File: config.mk
export PLATFORM = sky130hd
export DESIGN_NAME = pmicia_top
export DESIGN_NICKNAME = d
export VERILOG_FILES = /design/src/hw/pmicia_pkg.sv /design/src/hw/pmicia_top.sv
export SDC_FILE = /design/constraint.sdc
export NUM_CORES = 1
export LEC_CHECK = 0
export ABC_CLOCK_PERIOD_IN_PS = 5980
export BUFFER_PORTS_ARGS = -buffer_cell sky130_fd_sc_hd__buf_2
export CAP_MARGIN = 25
export CORE_MARGIN = 8
export CORE_UTILIZATION = 56
export DETAILED_ROUTE_END_ITERATION = 10
export PLACE_DENSITY = 0.86
export SYNTH_ARGS = -nofsm -noshare
export SYNTH_HDL_FRONTEND = slang
export SYNTH_SLANG_ARGS = --single-unit
File: constraint.sdc
create_clock -name clock_i -period 5.98 [get_ports clock_i]
set_input_delay 0 -clock clock_i [delete_from_list [all_inputs] [get_ports clock_i]]
set_output_delay 0 -clock clock_i [all_outputs]
set_load 0.02 [all_outputs]
File: src/hw/pmicia_pkg.sv
// constants, types and register map of the pmic interrupt aggregator
// What this block does
// - fault at reset release not cleared in 2.0 ms aborts power-up, regulators off
// - supplies enabled after reset release get fault monitoring once enabled
// - with gating and gpio mode, supply-ok pin free; reset releases after a regulator
// - faults after reset release never halt the remaining power-up sequence
// - latch sets on event, readable anytime, cleared only by writing one
// - mask bit one removes that latch from the interrupt pin
// - mask bit zero drives the pin low while the latch is set
// - sense bits return the live unlatched trigger signal
// - interrupt pin is the or of all enabled status bits, active low
// - summary bits 7..0: warning, button, high v, low v, current_limit_fault, mode, two, one
// - current_limit_fault, low and high voltage summary bits combine buck and linear groups
// - summary bits 6..0 set only from unmasked second-level latches, bit 7 from the warning flag
// - clearing the second-level latch clears its summary bit automatically
// - pin stays low while any summary bit is set
// - early warning sets ahead of shutdown, lead time from 2-bit setting
// - a bypassed fault still latches and asserts the pin unless masked
package pmicia_pkg;
   localparam int CLK_MHZ = 20;
   localparam int NGRP = 10;
   // second-level group indices
   localparam int G_STAT1 = 0;
   localparam int G_THERM = 1;
   localparam int G_MODE = 2;
   localparam int G_BILIM = 3;
   localparam int G_LILIM = 4;
   localparam int G_BUV = 5;
   localparam int G_BOV = 6;
   localparam int G_LUV = 7;
   localparam int G_LOV = 8;
   localparam int G_PWRB = 9;
   // register address bases and singles
   localparam logic [7:0] A_LATCH = 8'h00;
   localparam logic [7:0] A_MASK = 8'h10;
   localparam logic [7:0] A_SENSE = 8'h20;
   localparam logic [7:0] A_ENSENSE = 8'h30;
   localparam logic [7:0] A_SUMMARY = 8'h31;
   localparam logic [7:0] MASK_RST = 8'h00;
   // summary bit positions
   localparam int S_STAT1 = 0;
   localparam int S_STAT2 = 1;
   localparam int S_MODE = 2;
   localparam int S_CURRENT_LIMIT_FAULT = 3;
   localparam int S_UV = 4;
   localparam int S_OV = 5;
   localparam int S_PWRB = 6;
   localparam int S_EWARN = 7;
   // implemented latch bits per group, others read zero
   localparam logic [NGRP-1:0][7:0] LATCH_VALID = {
      8'hFF, 8'h01, 8'h01, 8'h43, 8'h43,
      8'h01, 8'h43, 8'h43, 8'hFF, 8'hFB};
   localparam logic [NGRP-1:0][7:0] SENSE_VALID = {
      8'h81, 8'h01, 8'h01, 8'h43, 8'h43,
      8'h01, 8'h43, 8'h00, 8'hFF, 8'h03};
   // times in microseconds
   localparam int PU_WINDOW_US = 2000;
   localparam int EW_100US_US = 100;
   localparam int EW_5MS_US = 5000;
   localparam int EW_20MS_US = 20000;
   localparam int EW_50MS_US = 50000;
   localparam int TMR_W = 20;
   typedef enum logic [1:0] {
      PU_IDLE = 2'b00,
      PU_CHECK = 2'b01,
      PU_RUN = 2'b11,
      PU_ABORT = 2'b10
   } pmicia_pu_e;
   typedef struct packed {
      logic wr;
      logic [7:0] addr;
      logic [7:0] wdata;
   } pmicia_req_s;
endpackage : pmicia_pkg

File: src/hw/pmicia_top.sv
// interrupt latches, masks, summary, pin and power-up fault gating
`timescale 1ns/100ps
module pmicia_top #(
   parameter int PU_WINDOW_CYC = pmicia_pkg::PU_WINDOW_US * pmicia_pkg::CLK_MHZ,
   parameter int EW_5MS_CYC = pmicia_pkg::EW_5MS_US * pmicia_pkg::CLK_MHZ,
   parameter int EW_20MS_CYC = pmicia_pkg::EW_20MS_US * pmicia_pkg::CLK_MHZ,
   parameter int EW_50MS_CYC = pmicia_pkg::EW_50MS_US * pmicia_pkg::CLK_MHZ
) (
   input wire logic clock_i,
   input wire logic rst_i,
   input wire pmicia_pkg::pmicia_req_s reg_req_i,
   output logic [7:0] reg_rdata_o,
   input wire logic [pmicia_pkg::NGRP-1:0][7:0] event_i,
   input wire logic [pmicia_pkg::NGRP-1:0][7:0] sense_i,
   input wire logic [7:0] enable_pin_i,
   input wire logic shutdown_req_i,
   input wire logic [1:0] otp_warning_lead_time_i,
   input wire logic release_due_i,
   input wire logic supply_ok_all_i,
   input wire logic [3:0] regs_on_i,
   input wire logic otp_supply_ok_gating_i,
   input wire logic supply_ok_gpio_mode_i,
   input wire logic supply_ok_gpio_val_i,
   output logic shutdown_o,
   output logic irq_out_n_o,
   output logic irq_out_n_oe_n_o,
   output logic host_reset_n_o,
   output logic host_reset_n_oe_n_o,
   output logic supply_ok_pin_o,
   output logic supply_ok_pin_oe_n_o,
   output logic seq_hold_o,
   output logic regs_off_o,
   output logic [3:0] fault_mon_en_o
);
   localparam int EW_100US_CYC = pmicia_pkg::EW_100US_US * pmicia_pkg::CLK_MHZ;

   logic [pmicia_pkg::NGRP-1:0][7:0] latch_ff;
   logic [pmicia_pkg::NGRP-1:0][7:0] mask_ff;
   logic [pmicia_pkg::NGRP-1:0] grp_act;
   logic [7:0] summary;
   logic ewarn_ff;
   logic ew_cnt_run_ff;
   logic [pmicia_pkg::TMR_W-1:0] ew_cnt_ff;
   logic [pmicia_pkg::TMR_W-1:0] ew_lead;
   logic shutdown_ff;
   logic irq_n_ff;
   logic [7:0] rdata_ff;
   pmicia_pkg::pmicia_pu_e pu_ff;
   pmicia_pkg::pmicia_pu_e nxt_pu;
   logic [pmicia_pkg::TMR_W-1:0] pu_cnt_ff;
   logic hrst_n_ff;
   logic sok_oe_n_ff;
   logic hold_ff;
   logic off_ff;
   logic [3:0] mon_ff;
   logic pu_ok;

   // per-group latch and mask registers
   generate
      for (genvar g = 0; g < pmicia_pkg::NGRP; g++) begin : g_grp
         logic lwr;
         logic mwr;
         assign lwr = reg_req_i.wr &&
            reg_req_i.addr == pmicia_pkg::A_LATCH + 8'(g);
         assign mwr = reg_req_i.wr &&
            reg_req_i.addr == pmicia_pkg::A_MASK + 8'(g);
         // set wins over write-one clear, mask ignored here
         always_ff @(posedge clock_i) begin
            if (rst_i) begin
               latch_ff[g] <= 8'h00;
            end else begin
               latch_ff[g] <= ((latch_ff[g] & ~(lwr ? reg_req_i.wdata
                  : 8'h00)) | event_i[g]) &
                  pmicia_pkg::LATCH_VALID[g];
            end
         end
         always_ff @(posedge clock_i) begin
            if (rst_i) begin
               mask_ff[g] <= pmicia_pkg::MASK_RST;
            end else if (mwr) begin
               mask_ff[g] <= reg_req_i.wdata & pmicia_pkg::LATCH_VALID[g];
            end
         end
         // group active only through unmasked latches
         assign grp_act[g] = |(latch_ff[g] & ~mask_ff[g]);
      end
   endgenerate

   // first-level summary, derived so a latch clear clears it
   always_comb begin
      summary = 8'h00;
      summary[pmicia_pkg::S_STAT1] = grp_act[pmicia_pkg::G_STAT1];
      summary[pmicia_pkg::S_STAT2] = grp_act[pmicia_pkg::G_THERM];
      summary[pmicia_pkg::S_MODE] = grp_act[pmicia_pkg::G_MODE];
      summary[pmicia_pkg::S_CURRENT_LIMIT_FAULT] = grp_act[pmicia_pkg::G_BILIM] |
         grp_act[pmicia_pkg::G_LILIM];
      summary[pmicia_pkg::S_UV] = grp_act[pmicia_pkg::G_BUV] |
         grp_act[pmicia_pkg::G_LUV];
      summary[pmicia_pkg::S_OV] = grp_act[pmicia_pkg::G_BOV] |
         grp_act[pmicia_pkg::G_LOV];
      summary[pmicia_pkg::S_PWRB] = grp_act[pmicia_pkg::G_PWRB];
      summary[pmicia_pkg::S_EWARN] = ewarn_ff;
   end

   // early warning lead time select
   always_comb begin
      case (otp_warning_lead_time_i)
         2'b00: ew_lead = pmicia_pkg::TMR_W'(EW_100US_CYC);
         2'b01: ew_lead = pmicia_pkg::TMR_W'(EW_5MS_CYC);
         2'b10: ew_lead = pmicia_pkg::TMR_W'(EW_20MS_CYC);
         default: ew_lead = pmicia_pkg::TMR_W'(EW_50MS_CYC);
      endcase
   end

   // warning flag: set on request, write one to summary bit 7 clears
   always_ff @(posedge clock_i) begin
      if (rst_i) begin
         ewarn_ff <= 1'b0;
      end else if (shutdown_req_i && !ew_cnt_run_ff) begin
         ewarn_ff <= 1'b1;
      end else if (reg_req_i.wr &&
            reg_req_i.addr == pmicia_pkg::A_SUMMARY &&
            reg_req_i.wdata[pmicia_pkg::S_EWARN]) begin
         ewarn_ff <= 1'b0;
      end
   end

   // lead-time counter, shutdown pulse at its end
   always_ff @(posedge clock_i) begin
      if (rst_i) begin
         ew_cnt_run_ff <= 1'b0;
         ew_cnt_ff <= '0;
         shutdown_ff <= 1'b0;
      end else begin
         shutdown_ff <= 1'b0;
         if (!ew_cnt_run_ff) begin
            ew_cnt_ff <= '0;
            ew_cnt_run_ff <= shutdown_req_i;
         end else if (ew_cnt_ff == ew_lead - 1'b1) begin
            ew_cnt_run_ff <= 1'b0;
            shutdown_ff <= 1'b1;
         end else begin
            ew_cnt_ff <= ew_cnt_ff + 1'b1;
         end
      end
   end

   // pin: or of all enabled status bits, pulled low
   always_ff @(posedge clock_i) begin
      if (rst_i) begin
         irq_n_ff <= 1'b1;
      end else begin
         irq_n_ff <= ~(|summary);
      end
   end

   // register read port, sense bits live
   always_ff @(posedge clock_i) begin
      if (rst_i) begin
         rdata_ff <= 8'h00;
      end else if (reg_req_i.addr < pmicia_pkg::A_LATCH + 8'(pmicia_pkg::NGRP)) begin
         rdata_ff <= latch_ff[reg_req_i.addr[3:0]];
      end else if (reg_req_i.addr >= pmicia_pkg::A_MASK &&
            reg_req_i.addr < pmicia_pkg::A_MASK + 8'(pmicia_pkg::NGRP)) begin
         rdata_ff <= mask_ff[reg_req_i.addr[3:0]];
      end else if (reg_req_i.addr >= pmicia_pkg::A_SENSE &&
            reg_req_i.addr < pmicia_pkg::A_SENSE + 8'(pmicia_pkg::NGRP)) begin
         rdata_ff <= sense_i[reg_req_i.addr[3:0]] &
            pmicia_pkg::SENSE_VALID[reg_req_i.addr[3:0]];
      end else if (reg_req_i.addr == pmicia_pkg::A_ENSENSE) begin
         rdata_ff <= enable_pin_i & 8'h0F;
      end else if (reg_req_i.addr == pmicia_pkg::A_SUMMARY) begin
         rdata_ff <= summary;
      end else begin
         rdata_ff <= 8'h00;
      end
   end

   // reset may release only with supplies good and a regulator on
   assign pu_ok = supply_ok_all_i && (regs_on_i != 4'h0);

   // power-up gating state machine
   always_comb begin
      nxt_pu = pu_ff;
      case (pu_ff)
         pmicia_pkg::PU_IDLE: begin
            if (release_due_i) begin
               nxt_pu = pmicia_pkg::PU_CHECK;
            end
         end
         pmicia_pkg::PU_CHECK: begin
            if (pu_ok) begin
               nxt_pu = pmicia_pkg::PU_RUN;
            end else if (pu_cnt_ff == pmicia_pkg::TMR_W'(PU_WINDOW_CYC - 1)) begin
               nxt_pu = pmicia_pkg::PU_ABORT;
            end
         end
         pmicia_pkg::PU_RUN: nxt_pu = pmicia_pkg::PU_RUN;
         default: nxt_pu = pmicia_pkg::PU_ABORT;
      endcase
   end

   always_ff @(posedge clock_i) begin
      if (rst_i) begin
         pu_ff <= pmicia_pkg::PU_IDLE;
      end else begin
         pu_ff <= nxt_pu;
      end
   end

   // window timer counts while the check is open
   always_ff @(posedge clock_i) begin
      if (rst_i || pu_ff != pmicia_pkg::PU_CHECK) begin
         pu_cnt_ff <= '0;
      end else begin
         pu_cnt_ff <= pu_cnt_ff + 1'b1;
      end
   end

   // power-up outputs, all registered from next state
   always_ff @(posedge clock_i) begin
      if (rst_i) begin
         hrst_n_ff <= 1'b0;
         hold_ff <= 1'b0;
         off_ff <= 1'b0;
         mon_ff <= 4'h0;
      end else begin
         hrst_n_ff <= nxt_pu == pmicia_pkg::PU_RUN;
         hold_ff <= nxt_pu == pmicia_pkg::PU_CHECK;
         off_ff <= nxt_pu == pmicia_pkg::PU_ABORT;
         mon_ff <= (nxt_pu == pmicia_pkg::PU_RUN) ? regs_on_i : 4'h0;
      end
   end

   // supply-ok pin: free gpio under gating with gpio mode, else power-good view
   always_ff @(posedge clock_i) begin
      if (rst_i) begin
         sok_oe_n_ff <= 1'b0;
      end else if (otp_supply_ok_gating_i && supply_ok_gpio_mode_i) begin
         sok_oe_n_ff <= supply_ok_gpio_val_i;
      end else begin
         sok_oe_n_ff <= supply_ok_all_i;
      end
   end

   assign reg_rdata_o = rdata_ff;
   assign shutdown_o = shutdown_ff;
   assign irq_out_n_o = 1'b0;
   assign irq_out_n_oe_n_o = irq_n_ff;
   assign host_reset_n_o = 1'b0;
   assign host_reset_n_oe_n_o = hrst_n_ff;
   assign supply_ok_pin_o = 1'b0;
   assign supply_ok_pin_oe_n_o = sok_oe_n_ff;
   assign seq_hold_o = hold_ff;
   assign regs_off_o = off_ff;
   assign fault_mon_en_o = mon_ff;
endmodule : pmicia_top

==> results list <==
* Total of buffers placed on input and output ports: 135
* Synthesized flop and latch total: 138
- The flow ran to the end, and the final reports show no timing, DRC or antenna violations.
* Cell count after placement: 1092
- The initial utilization of the core area, before any placement, comes to 57.0%.
- Final Max Slew Viols: 0
* Switching power total: 588 uW
- Endpoint of the lowest-slack register-to-register path: ew_cnt_ff[2]
- Clock root buffer master: clkbuf_16
* Synth Instances: 826
- Setup repair after global routing left no endpoint under its margin.
- Longest Clk Path Bufs: 2
* GRT Util Overall: 27.8%
- The mapped netlist covers 0.00714 mm2.
* Worst R2R Path Depth: 6
- Of all nets on the critical path, the largest fanout is 51.
- The pre-antenna-repair detailed-routing pass consisted of 6 iterations.
* Switching part of the total power: 24.6%
- Die ar.: 0.0166 mm2
- Dividing the detail-routed wire length by the instance count gives 19.2 um.
- Average footprint of a synthesized cell: 8.64 um2
* Start point of the worst hold path: reg_req_i[14]
- The setup check on the worst reg-to-reg path leaves a slack of 3.89 ns.
* Ratio of total power to cell area: 261 mW/mm2
* Data arrival time of the critical path: 3.08 ns
* Wirelength, routed: 23000 um
* Count of final hold-check violations: 0
- Number of antenna violations at the first check in global routing: 2
- Primary flip-flop cell chosen by synthesis mapping: dfxtp_1
* Static power due to leakage: 0.00381 uW
- Via total after detailed routing: 7255
- Measured along the x axis, the die boundary spans 129 um.
- Tmin final: 2.80 ns
- Non-Filler Cell Area, Final: 0.00916 mm2
- For the pin with the worst max-slew slack, the measured transition is 1.02 ns.
* DPL Wire Length: 14400 um
- Clock skew after layout: 0.0136 ns
- The internal portion of the total power is 1810 uW.
* CTS Buf Count: 17
- Summing all placed instances gives a cell area of 0.00782 mm2.
- The design draws 2390 uW.
* Final weighted congestion in routability-driven placement: 0.935
- Worst hold path endpoint: reg_rdata_o[6]
* Endpoint kind of the worst setup timing path: flip-flop
* Proportion of power drawn by combinational gates: 11.0%
* Cell type contributing the most total cell area after synthesis: dfxtp_1
- First DRT Iteration DRCs: 1081
- Proportion of synthesized chip area in sequential cells: 38.7%
* Layout cells sized above 1: 19.9%
* Min-Delay Path Depth: 4
- The later pin in the worst-skew pair is clocked with a latency of 0.44 ns.
- TritonCTS built the clock tree.
* Top area cells in the synthesized netlist: dfxtp_1 39%, mux2i_1 7.7%, nor2_1 6.7%
- Final net count: 1213
* Area growth from synthesis to layout: 28.2%
* CTS clock-pin slew for the worst setup and hold paths: 0.06 ns
- # setup viols final: 0
- In this run the post-CTS setup repair buffer count came out at 0.
* Clock network fraction of total power: 48.6%
- The count of nets left with antenna violations once routing finished came out at 0.
- Clock sinks: 138
- Count of warnings emitted by yosys: 0
- After layout, the worst path uses 46.8% of the clock period.
* Non-filler instance count after layout: 1196
* Number of max-cap violations: 0
- Final sum of negative setup slack: 0 ns
- After detailed routing, the number of vias per cell comes to 6.07.
- In this run the worst hold path is classified as primary input to flip-flop.
- The first global-routing pass estimated 36200 um of wire.
- Drc violations: 0
- Reg power frac: 40.4%
- Maximum vdd drop: 0.000228 V
- Proportion of netlist area held by the largest area contributor: 38.7%
- Type of the worst setup path: primary input to flip-flop
- Die H: 129 um
- In this run the number of H-tree levels came out at 4.
* Crit path launch type: primary input
- Async set-or-reset flop fraction in the synthesized netlist: 0%
* Row count: 41
* Worst slew margin relative to its limit: 31.9%
* Number of global-route vias before repair: 7038
- Post-synth EDFFs: 0
- Achievable Freq: 357 MHz
- Counting the fill cells in the layout gives 897.
- The startpoint identified for the worst register-to-register timing path is ew_cnt_ff[0].
- After synthesis, the netlist uses 72 different library cells.
- Top Ports: 220
- Req. time, crit path: 6.26 ns
- After global routing the overflow that remains totals 0.
- Worst hold slack after final layout: 0.0270 ns
- Entering global routing, the biggest net connects 97 pins.
* Std-Cell Core Area: 0.0125 mm2
[synth_stat cells (6+ instances only)]
master,n
ha_1,7
xnor2_1,12
nor2_1,128
buf_4,6
nand4_1,15
mux4_2,17
dfxtp_1,138
xor2_1,19
inv_1,48
a21oi_1,50
and2_1,9
clkbuf_1,24
a22oi_1,18
nand2_1,56
o22ai_1,11
mux2i_1,55
buf_2,8
nor2b_1,7
a31oi_1,8
nor3_1,14
o21ai_0,16
nor4_1,11
and3_1,6
nand2b_1,12
nand3_1,49
[cells by family (layout without fill, tap and decap cells)]
kind of cell               after synthesis  count (layout)  synth area share, %
DFF                                    138             138                 38.7
and+or+nand+nor                        337             337                 23.6
xor gates and xnor gates                31              31                 3.80
other                                    1               7               0.0525
muxes                                   75              75                 13.5
buffers and inverters                   94             286                 5.92
adders and majority gates                7               7                 1.23
AOI/OAI and AO/OA                      143             143                 13.1
[worst max path at each step]
| stage | endpoint | cells past startpoint | start |
|---|---|---|---|
| after floorplan | reg_rdata_o[6] | 10 | reg_req_i[9] |
| after global placement | reg_rdata_o[6] | 8 | reg_req_i[8] |
| after detailed placement | reg_rdata_o[6] | 8 | reg_req_i[8] |
| after CTS | latch_ff[10] | 9 | reg_req_i[8] |
| after global routing | latch_ff[11] | 9 | reg_req_i[8] |
| final | latch_ff[12] | 9 | reg_req_i[8] |
[cells in the final DEF (no fill, tap or decap), types with 14 or more instances in the layout]
master / instances
dlygate4sd3_1: 67
buf_2: 135
nand2_1: 56
a22oi_1: 18
xor2_1: 19
mux4_2: 17
a21oi_1: 50
nand3_1: 49
nand4_1: 15
o21ai_0: 16
dfxtp_1: 138
clkbuf_16: 17
mux2i_1: 55
inv_1: 48
nor3_1: 14
nor2_1: 128
[stage by stage]
| step | util, % | setup WS [ns] |
|---|---|---|
| global route | 73.1 | 2.99 |
| detailed placement | 62.5 | 3.14 |
| CTS | 73.0 | 3.28 |
| floorplan | - | 3.94 |
| finish | 73.2 | 3.18 |
| global placement | 62.5 | 3.18 |
[registers in the layout, indices dropped and copies added (netlist names), 2 cells and up]
signal	count
mask_ff	38
fault_mon_en_o	4
reg_rdata_o	8
ew_cnt_ff	20
pu_ff	2
latch_ff	38
pu_cnt_ff	20
[critical path: stages]
cell and delay, ns:
buf_2 0.08, buf_4 0.60, ha_1 0.61, nor3b_1 0.44
and3_1 0.44, nand2_1 0.09, a21oi_1 0.16, dlygate4sd3_1 0.58
nor2_1 0.04
[what timing repair did]
action | CTS | global route
endpoints found under the setup margin | 0 | 0
hold buffers | 67 | 0
hold endpoints to repair | 62 | 0
gates resized for setup | 0 | 0
[power by group through the flow]
stage          clock, uW  sequential, uW  combinational, uW
3_5_place_dp           0             985                213
4_1_cts             1160             965                253
3_3_place_gp           0             983                210
5_1_grt             1210             969                282
2_1_floorplan          0             982                134
6_report            1160             967                263
[per-layer routing]
metal / share of wire (%) / up-vias / GRT usage (%)
met3: 9.9 / 96 / 9.27
met5: 0 / - / 0
li1: - / 3307 / -
met1: 37 / 3414 / 31.4
met2: 48 / 438 / 45.3
met4: 4.8 / 0 / 15.5
[area by class of cell]
class | count | area (um2) | share of cell area, %
Inverter | 48 | 180 | 1.97
Sequential cell | 138 | 2760 | 30.2
Timing Repair Buffer | 206 | 1380 | 15.0
Antenna cell | 4 | 10.0 | 0.109
Clock buffer | 17 | 425 | 4.65
Multi-Input combinational cell | 596 | 3960 | 43.3
Tap cell | 172 | 215 | 2.35
Clock inverter | 15 | 224 | 2.45
Note: power is estimated with default switching activity, not from simulation.
